## src/verilog/iep_pkg.sv

```systemverilog
// iep_pkg: constants shared by the interrupt enable and priority block
// assumes: word-addressed Avalon-MM slave, register index equals word address
package iep_pkg;

   // ---------------------------------------------------------------
   // sizes
   // ---------------------------------------------------------------
   localparam int unsigned NUM_FLAGS = 13;  // sticky source flags
   localparam int unsigned NUM_SRC   = 9;   // gated request lines to the core

   // ---------------------------------------------------------------
   // register indexes (byte address is four times the index)
   // ---------------------------------------------------------------
   localparam logic [7:0] BASE_EN_IDX = 8'ha8;
   localparam logic [7:0] PRIO_IDX    = 8'hb8;
   localparam logic [7:0] EXT_EN_IDX  = 8'hbd;
   localparam logic [7:0] STATUS_IDX  = 8'hc0;
   localparam logic [7:0] MASK_IDX    = 8'hc1;
   localparam logic [7:0] CTRL_IDX    = 8'hc2;

   // ---------------------------------------------------------------
   // reset values and writable bits
   // ---------------------------------------------------------------
   localparam logic [7:0]           BASE_EN_RST   = 8'h00;
   localparam logic [7:0]           PRIO_RST      = 8'h00;
   localparam logic [7:0]           EXT_EN_RST    = 8'h00;
   localparam logic [7:0]           CTRL_RST      = 8'h00;
   localparam logic [NUM_FLAGS-1:0] MASK_RST      = 13'h0000;
   localparam logic [NUM_FLAGS-1:0] FLAGS_RST     = 13'h0000;
   localparam logic [7:0]           BASE_EN_WMASK = 8'hbf;  // bit 6 reserved
   localparam logic [7:0]           PRIO_WMASK    = 8'h3f;  // bits 7:6 read zero
   localparam logic [7:0]           EXT_EN_WMASK  = 8'h07;  // bits 7:3 reserved
   localparam logic [7:0]           CTRL_WMASK    = 8'h01;

   // ---------------------------------------------------------------
   // field positions
   // ---------------------------------------------------------------
   localparam int unsigned GLOBAL_EN_BIT    = 7;  // base enable register
   localparam int unsigned DROP_RST_SEL_BIT = 0;  // control register
   localparam int unsigned TIMER2_PRIO_BIT  = 5;  // priority register

   // sticky flag positions in status and mask registers
   localparam int unsigned FLG_EXT0     = 0;
   localparam int unsigned FLG_T0_OVF   = 1;
   localparam int unsigned FLG_EXT1     = 2;
   localparam int unsigned FLG_T1_OVF   = 3;
   localparam int unsigned FLG_UART_RX  = 4;
   localparam int unsigned FLG_UART_TX  = 5;
   localparam int unsigned FLG_T2_OVF   = 6;
   localparam int unsigned FLG_T2_EXT   = 7;
   localparam int unsigned FLG_XFER     = 8;
   localparam int unsigned FLG_OVERRUN  = 9;
   localparam int unsigned FLG_CONFLICT = 10;
   localparam int unsigned FLG_WAKE     = 11;
   localparam int unsigned FLG_DROP     = 12;

   // request line order; first six match base enable bits, rest extended+6
   localparam int unsigned SRC_EXT0  = 0;
   localparam int unsigned SRC_T0    = 1;
   localparam int unsigned SRC_EXT1  = 2;
   localparam int unsigned SRC_T1    = 3;
   localparam int unsigned SRC_UART  = 4;
   localparam int unsigned SRC_T2    = 5;
   localparam int unsigned SRC_SPI   = 6;
   localparam int unsigned SRC_WAKE  = 7;
   localparam int unsigned SRC_DROP  = 8;

endpackage

```

## src/verilog/iep_gate_if.sv

```systemverilog
// iep_gate_if: pending groups, enables and gated requests between modules
// assumes: one clock domain, driven by the top module
`timescale 1ns/100ps
interface iep_gate_if;
   logic [8:0] pending;    // per-request pending group
   logic [8:0] enable;     // per-request enable bit
   logic       global_en;  // master enable
   logic [8:0] req;        // gated requests

   modport ctrl (output pending, output enable, output global_en, input req);
   modport gate (input pending, input enable, input global_en, output req);
endinterface // iep_gate_if

```

## src/verilog/iep_top.sv

```systemverilog
// iep_top: interrupt enable and priority logic with Avalon-MM register slave
// assumes: peripheral event inputs are one-cycle pulses synchronous to CORE_CLK,
// SUPPLY_LOW is a synchronous level from the supply monitor
//
// Overview of operation
// [RL1] timer2 enable bit 5 passes overflow or external flag request; clear masks both
// [RL2] uart enable bit 4 passes transmit-done or receive-done request; clear masks them
// [RL3] timer1 enable bit 3 passes timer1 overflow request; clear masks it
// [RL4] external pin1 enable bit 2 passes pin1 request; clear masks it
// [RL5] timer0 enable bit 1 passes timer0 overflow request; clear masks it
// [RL6] external pin0 enable bit 0 passes pin0 request; clear masks it
// [RL7] extended enable bit 2 passes supply-drop flag request; clear masks it
// [RL8] extended enable bit 1 passes wake timer flag request; clear masks it
// [RL9] extended enable bit 0 passes serial done, overrun or conflict request
// [RL10] priority register bit 5 holds timer2 priority low bit beside other sources
// [RL11] byte completing while previous unread or done set sets overrun flag
// [RL12] drop reset select zero: supply drop sets flag, requests interrupt, no reset
// [RL13] cleared drop flag stays clear while low, sets again on recovery
// [RL14] serial request reaches core only with source and global enable set
// [RL15] flag set while disabled stays pending and requests once enabled
`timescale 1ns/100ps
module iep_top
   import iep_pkg::*;
(
   input  wire logic        CORE_CLK,
   input  wire logic        RESETN,
   input  wire logic [7:0]  AVS_ADDRESS,
   input  wire logic        AVS_READ,
   input  wire logic        AVS_WRITE,
   input  wire logic [31:0] AVS_WRITEDATA,
   input  wire logic [3:0]  AVS_BYTEENABLE,
   output logic      [31:0] AVS_READDATA,
   output logic             AVS_WAITREQUEST,
   input  wire logic        T2_OVF_EVT,
   input  wire logic        T2_EXT_EVT,
   input  wire logic        UART_TX_EVT,
   input  wire logic        UART_RX_EVT,
   input  wire logic        T1_OVF_EVT,
   input  wire logic        T0_OVF_EVT,
   input  wire logic        EXT_PIN1_REQUEST,
   input  wire logic        EXT_PIN0_REQUEST,
   input  wire logic        WAKE_TIMER_EVT,
   input  wire logic        SPI_XFER_EVT,
   input  wire logic        SPI_BUF_READ,
   input  wire logic        SPI_CONFLICT_EVT,
   input  wire logic        SUPPLY_LOW,
   output logic      [8:0]  CORE_REQ,
   output logic      [5:0]  CORE_PRIORITY,
   output logic             CORE_RESET_REQ,
   output logic             IRQ
);

   // ---------------------------------------------------------------
   // declarations
   // ---------------------------------------------------------------
   logic [7:0]           base_en_reg;
   logic [7:0]           prio_reg;
   logic [7:0]           ext_en_reg;
   logic [7:0]           ctrl_reg;
   logic [NUM_FLAGS-1:0] mask_reg;
   logic [NUM_FLAGS-1:0] flags_reg;
   logic [NUM_FLAGS-1:0] flags_set;
   logic [NUM_FLAGS-1:0] flags_clr;
   logic                 ack_reg;
   logic                 unread_reg;
   logic                 supply_prev_reg;
   logic                 bus_req;
   logic                 wr_fire;
   logic                 rx_overrun;
   logic                 supply_edge;
   logic [31:0]          rdata_next;
   iep_gate_if           gif ();

   // ---------------------------------------------------------------
   // bus handshake: one wait cycle, then the transfer completes
   // ---------------------------------------------------------------
   assign bus_req = AVS_READ | AVS_WRITE;
   assign wr_fire = AVS_WRITE & ack_reg & AVS_BYTEENABLE[0];

   // ack rises one cycle after the request, waitrequest drops with it
   always_ff @(posedge CORE_CLK or negedge RESETN) begin
      if (!RESETN) begin
         ack_reg         <= 1'b0;
         AVS_WAITREQUEST <= 1'b1;
      end else begin
         ack_reg         <= bus_req & ~ack_reg;
         AVS_WAITREQUEST <= ~(bus_req & ~ack_reg);
      end
   end

   // read data mux; unmapped indexes read zero
   always_comb begin
      rdata_next = 32'h0000_0000;
      case (AVS_ADDRESS)
         BASE_EN_IDX: rdata_next[7:0] = base_en_reg;
         PRIO_IDX:    rdata_next[7:0] = prio_reg;
         EXT_EN_IDX:  rdata_next[7:0] = ext_en_reg;
         CTRL_IDX:    rdata_next[7:0] = ctrl_reg;
         STATUS_IDX:  rdata_next[NUM_FLAGS-1:0] = flags_reg;
         MASK_IDX:    rdata_next[NUM_FLAGS-1:0] = mask_reg;
         default:     rdata_next = 32'h0000_0000;
      endcase
   end

   // read data captured as waitrequest falls, stands at the completing edge
   always_ff @(posedge CORE_CLK or negedge RESETN) begin
      if (!RESETN) begin
         AVS_READDATA <= 32'h0000_0000;
      end else if (AVS_READ & ~ack_reg) begin
         AVS_READDATA <= rdata_next;
      end
   end

   // ---------------------------------------------------------------
   // software registers
   // ---------------------------------------------------------------
   // enables, priority, control and mask; reserved bits stay zero
   always_ff @(posedge CORE_CLK or negedge RESETN) begin
      if (!RESETN) begin
         base_en_reg <= BASE_EN_RST;
         prio_reg    <= PRIO_RST;
         ext_en_reg  <= EXT_EN_RST;
         ctrl_reg    <= CTRL_RST;
         mask_reg    <= MASK_RST;
      end else if (wr_fire) begin
         case (AVS_ADDRESS)
            BASE_EN_IDX: base_en_reg <= AVS_WRITEDATA[7:0] & BASE_EN_WMASK;
            PRIO_IDX:    prio_reg    <= AVS_WRITEDATA[7:0] & PRIO_WMASK; // RL10
            EXT_EN_IDX:  ext_en_reg  <= AVS_WRITEDATA[7:0] & EXT_EN_WMASK;
            CTRL_IDX:    ctrl_reg    <= AVS_WRITEDATA[7:0] & CTRL_WMASK;
            MASK_IDX:    mask_reg    <= AVS_WRITEDATA[NUM_FLAGS-1:0];
            default:     ctrl_reg    <= ctrl_reg;
         endcase
      end
   end

   // ---------------------------------------------------------------
   // serial receive overrun and supply-drop event detection
   // ---------------------------------------------------------------
   // a byte finishing before the previous one was read is an overrun
   assign rx_overrun  = SPI_XFER_EVT & (unread_reg | flags_reg[FLG_XFER]); // RL11
   // both the drop and the recovery are edges of the supply level
   assign supply_edge = SUPPLY_LOW ^ supply_prev_reg; // RL13

   // unread byte tracker and supply level history
   always_ff @(posedge CORE_CLK or negedge RESETN) begin
      if (!RESETN) begin
         unread_reg      <= 1'b0;
         supply_prev_reg <= 1'b0;
      end else begin
         unread_reg      <= (SPI_XFER_EVT & ~rx_overrun) | (unread_reg & ~SPI_BUF_READ);
         supply_prev_reg <= SUPPLY_LOW;
      end
   end

   // reset request instead of the flag when drop reset is selected
   always_ff @(posedge CORE_CLK or negedge RESETN) begin
      if (!RESETN) begin
         CORE_RESET_REQ <= 1'b0;
      end else begin
         CORE_RESET_REQ <= SUPPLY_LOW & ctrl_reg[DROP_RST_SEL_BIT]; // RL12
      end
   end

   // ---------------------------------------------------------------
   // sticky flags: set by events, cleared by writing one, set wins
   // ---------------------------------------------------------------
   always_comb begin
      flags_set               = '0;
      flags_set[FLG_EXT0]     = EXT_PIN0_REQUEST;
      flags_set[FLG_T0_OVF]   = T0_OVF_EVT;
      flags_set[FLG_EXT1]     = EXT_PIN1_REQUEST;
      flags_set[FLG_T1_OVF]   = T1_OVF_EVT;
      flags_set[FLG_UART_RX]  = UART_RX_EVT;
      flags_set[FLG_UART_TX]  = UART_TX_EVT;
      flags_set[FLG_T2_OVF]   = T2_OVF_EVT;
      flags_set[FLG_T2_EXT]   = T2_EXT_EVT;
      flags_set[FLG_XFER]     = SPI_XFER_EVT & ~rx_overrun;
      flags_set[FLG_OVERRUN]  = rx_overrun; // RL11
      flags_set[FLG_CONFLICT] = SPI_CONFLICT_EVT;
      flags_set[FLG_WAKE]     = WAKE_TIMER_EVT;
      flags_set[FLG_DROP]     = supply_edge & ~ctrl_reg[DROP_RST_SEL_BIT]; // RL12
   end

   assign flags_clr = (wr_fire && AVS_ADDRESS == STATUS_IDX) ?
                      AVS_WRITEDATA[NUM_FLAGS-1:0] : '0;

   // flags stay pending whatever the enables say
   always_ff @(posedge CORE_CLK or negedge RESETN) begin
      if (!RESETN) begin
         flags_reg <= FLAGS_RST;
      end else begin
         flags_reg <= (flags_reg & ~flags_clr) | flags_set; // RL15
      end
   end

   // ---------------------------------------------------------------
   // request gating toward the processor core
   // ---------------------------------------------------------------
   assign gif.pending[SRC_EXT0] = flags_reg[FLG_EXT0]; // RL6
   assign gif.pending[SRC_T0]   = flags_reg[FLG_T0_OVF]; // RL5
   assign gif.pending[SRC_EXT1] = flags_reg[FLG_EXT1]; // RL4
   assign gif.pending[SRC_T1]   = flags_reg[FLG_T1_OVF]; // RL3
   assign gif.pending[SRC_UART] = flags_reg[FLG_UART_RX] | flags_reg[FLG_UART_TX]; // RL2
   assign gif.pending[SRC_T2]   = flags_reg[FLG_T2_OVF] | flags_reg[FLG_T2_EXT]; // RL1
   assign gif.pending[SRC_SPI]  = |flags_reg[FLG_CONFLICT:FLG_XFER]; // RL9
   assign gif.pending[SRC_WAKE] = flags_reg[FLG_WAKE]; // RL8
   assign gif.pending[SRC_DROP] = flags_reg[FLG_DROP]; // RL7
   assign gif.enable            = {ext_en_reg[2:0], base_en_reg[5:0]};
   assign gif.global_en         = base_en_reg[GLOBAL_EN_BIT]; // RL14

   iep_gate u_gate (
      .gif (gif.gate)
   );

   // registered requests, priority bits and summary interrupt
   always_ff @(posedge CORE_CLK or negedge RESETN) begin
      if (!RESETN) begin
         CORE_REQ      <= '0;
         CORE_PRIORITY <= '0;
         IRQ           <= 1'b0;
      end else begin
         CORE_REQ      <= gif.req;
         CORE_PRIORITY <= prio_reg[5:0]; // RL10
         IRQ           <= |(flags_reg & mask_reg);
      end
   end
endmodule // iep_top

```

## src/verilog/iep_gate.sv

```systemverilog
// iep_gate: combines pending groups with source and master enables
// assumes: inputs come from registers of the top module
`timescale 1ns/100ps
module iep_gate
   import iep_pkg::*;
(
   iep_gate_if.gate gif
);

   // ---------------------------------------------------------------
   // per-request gating
   // ---------------------------------------------------------------
   // a request passes only with its enable and the master enable set
   for (genvar i = 0; i < NUM_SRC; i++) begin : g_src
      assign gif.req[i] = gif.global_en & gif.enable[i] & gif.pending[i]; // RL14
   end

endmodule // iep_gate

```

## config.mk

```make
export PLATFORM = sky130hd
export DESIGN_NAME = iep_top
export DESIGN_NICKNAME = d
export VERILOG_FILES = /design/src/verilog/iep_pkg.sv /design/src/verilog/iep_gate_if.sv /design/src/verilog/iep_top.sv /design/src/verilog/iep_gate.sv
export SDC_FILE = /design/constraint.sdc
export NUM_CORES = 1
export LEC_CHECK = 0
export BUFFER_PORTS_ARGS = -buffer_cell sky130_fd_sc_hd__buf_2
export CORE_AREA = 2 2 111 113
export DETAILED_ROUTE_END_ITERATION = 10
export DIE_AREA = 0 0 113 115
export PLACE_DENSITY = 0.58
export SYNTH_ARGS = -nofsm -noshare
export SYNTH_HDL_FRONTEND = slang
export SYNTH_SLANG_ARGS = --single-unit
```

## constraint.sdc

```tcl
create_clock -name CORE_CLK -period 2.6 [get_ports CORE_CLK]
set_input_delay 0.26 -clock CORE_CLK [delete_from_list [all_inputs] [get_ports CORE_CLK]]
set_output_delay 0.26 -clock CORE_CLK [all_outputs]
set_load 0.01 [all_outputs]
```

==> metrics.md <==
| Metric | Value |
|---|---|
| Number of standard cells after synthesis | `281` |
| Crit path launch type | `input pin` |
| Die H | `115 um` |
| Proportion of netlist area held by the largest area contributor | `54.8%` |
| Final count of negative-setup-slack endpoints | `0` |
| Post-synth top cells | `76 x dfrtp_1, 36 x mux2_2, 21 x buf_4, 21 x nand2_1` |
| Post-CTS resize count | `0` |
| Share of the cycle needed by the critical path after routing | `69.3%` |
| Synth unique cells | `47` |
| Category of the critical setup timing path | `input pin to register` |
| Failing checks | `design-rule violations` |
| Placer congestion estimate | `0.783` |
| Setup repair after global routing missed its margin | `no` |
| Primary FF master, synth | `dfrtp_1` |
| Worst r2r path cells | `4` |
| Capturing element type of the critical path | `register` |
| Area of the core | `11800 um2` |
| Initial antenna violation count | `0` |
| Depth of the worst hold-timing path | `1` |
| MaxCap Viol Count | `0` |
| Clk Latency, worst-skew pair | `0.33 ns` |
| Number of nets in the final layout | `418` |
| Number of global-route vias before repair | `2531` |
| Die boundary width | `113 um` |
| CTS sink count | `77` |
| Mapped cell area | `3470 um2` |
| Number of H-tree branching levels | `3` |
| Via/cell ratio | `4.83` |
| Worst-path fanout max | `10` |
| Power density of the placed cells | `642 nW/um2` |
| TritonCTS clock tree | `done` |
| Share of post-route cells with drive strength above 1 | `39.0%` |
| Count of pins over their slew limit | `0` |
| Largest net degree at the start of global routing | `78` |
| CP Data Arrival Time | `2.02 ns` |
| Proportion of register bits with asynchronous set or reset after synthesis | `100%` |
| Class of the tightest hold or removal check | `input pin to register` |
| Maximum clock path buffer count | `2` |
| Ports placed on the boundary | `111` |
| Detailed-route wire length | `8.59 mm` |
| Global route overflow | `0` |
| Post-route DRC | `7` |
| Worst IR Drop VDD | `0.337 mV` |
| TNS Setup | `0 ns` |
| DR iter-0 viols | `174` |
| Die footprint | `13000 um2` |
| Sequential share of the synthesized area | `55.6%` |
| CTS Buf Count | `9` |
| Count of hold buffers inserted by post-cts repair | `0` |
| Initial core utilization | `29.4%` |
| Run status | `finished, violations left` |
| Leakage | `2.11 nW` |
| Endpoint required time on the critical path | `2.81 ns` |
| Least-Margin Pin Slew | `0.966 ns` |
| DR WL/cell | `16.9 um` |
| Remaining number of nets flagged by the antenna check after routing | `0` |
| Post-detail-place hpwl | `6.18 mm` |
| Min cycle time layout | `1.80 ns` |
| Area added between synthesis and finish | `21.8%` |
| Wire length of the first global-routing pass | `13.3 mm` |
| R2r setup slk | `0.84 ns` |
| Post-CTS Setup Inserts | `0` |
| Final Hold Violating Endpoints | `0` |
| Total routing resource utilization after global routing | `13.4%` |
| Count of antenna diodes in the layout | `0` |
| Post-synthesis sequential element count | `77` |
| Root buffer cell | `clkbuf_16` |
| Total of buffers placed on input and output ports | `69` |
| Clk_skew | `0.00737 ns` |
| Number of placement rows | `40` |
| Post-synth EDFFs | `0` |
| Top post-synthesis cells by area | `dfrtp_1 55%, mux2_2 12%, buf_4 4.5%, a21o_1 2.4%, nand2_1 2.3%` |
| Max Clock Freq | `555 MHz` |
| Most frequently used cell type in the post-synthesis netlist | `dfrtp_1` |
| Post-Synthesis Mean Instance Area | `12.4 um2` |
| Routed via count | `2458` |
| TritonRoute pass-1 iters | `7` |
| Synth Warn # | `0` |
| Worst hold slack across all endpoints | `0.0715 ns` |
| Worst max-slew margin expressed relative to the limit | `35.6%` |
| Filler cell count | `1175` |
| Dominant cell type by area after synthesis | `dfrtp_1` |
| Reg clk slew, reported paths | `0.06 ns` |
-- critical path, cell delays in order --
cell and delay, ns:
buf_2 0.23, or4b_1 0.68, nor3_4 0.46, mux2_2 0.39
-- cell families after synthesis --
family                 Yosys count  synth area share, %
buffers and inverters           39                 7.21
XOR/XNOR                         1                0.252
AND/OR/NAND/NOR                 71                 12.5
multiplexers                    41                 13.1
flip-flops                      77                 55.6
AO/OA/AOI/OAI                   51                 11.2
other                            1                0.108
-- layer usage --
layer	vias to the layer above	global-route usage, %	share of wire [%]	wire length, um
met2	93	21.4	47	4060
met5	-	0	0	0
met3	12	4.16	6.2	536
li1	1132	-	-	-
met1	1221	17.5	45	3850
met4	0	4.31	1.6	138
-- worst paths after layout --
kind,start,end
min in group asynchronous,RESETN,CORE_REQ[8]
max reg2reg,ack_reg,mask_reg[12]
max in group asynchronous,RESETN,mask_reg[6]
min reg2reg,prio_reg[3],CORE_PRIORITY[3]
max,AVS_ADDRESS[3],prio_reg[1]
min,SUPPLY_LOW,supply_prev_reg
-- metrics by stage --
stage	util [%]	setup slack, ns	area (um2)	total power [W]	std cells
after floorplan	-	0.737	3540	0.00138	299
after global placement	33.2	0.483	3920	0.00146	493
after detailed placement	33.2	0.457	3920	0.00146	493
after CTS	35.8	0.798	4230	0.00274	509
after global routing	35.8	0.720	4230	0.00282	509
final	35.8	0.799	4230	0.00271	509
-- cell usage in the layout (no fill, tap or decap), drive strengths merged, types with 3 or more instances in the layout --
cell type,n
a211oi,3
a21o,11
a21oi,7
a221oi,5
a222oi,6
a22o,4
and3,6
buf,78
clkbuf,11
clkinv,3
conb,19
dfrtp,76
inv,9
mux2,36
mux2i,5
nand2,21
nand3,3
nand3b,3
nor2,11
nor3,6
nor4,7
o21ai,5
-- where the power goes --
part           switching (W)  leakage, nW  internal [W]
Sequential         0.0000152        0.993       0.00123
Clock               0.000476        0.156      0.000797
Combinational       0.000128        0.963     0.0000721
-- area by class of cell --
cell class                      instances  area (um2)  share of cell area [%]
Sequential cell                        77        1930                    45.6
Clock inverter                          5        57.6                    1.36
Multi-Input combinational cell        183        1360                    32.2
Clock buffer                           11         253                    5.98
Inverter                                8        30.0                   0.710
Tap cell                              147         184                    4.35
Timing Repair Buffer                   78         415                    9.83
(Power assumes the default switching activity.)
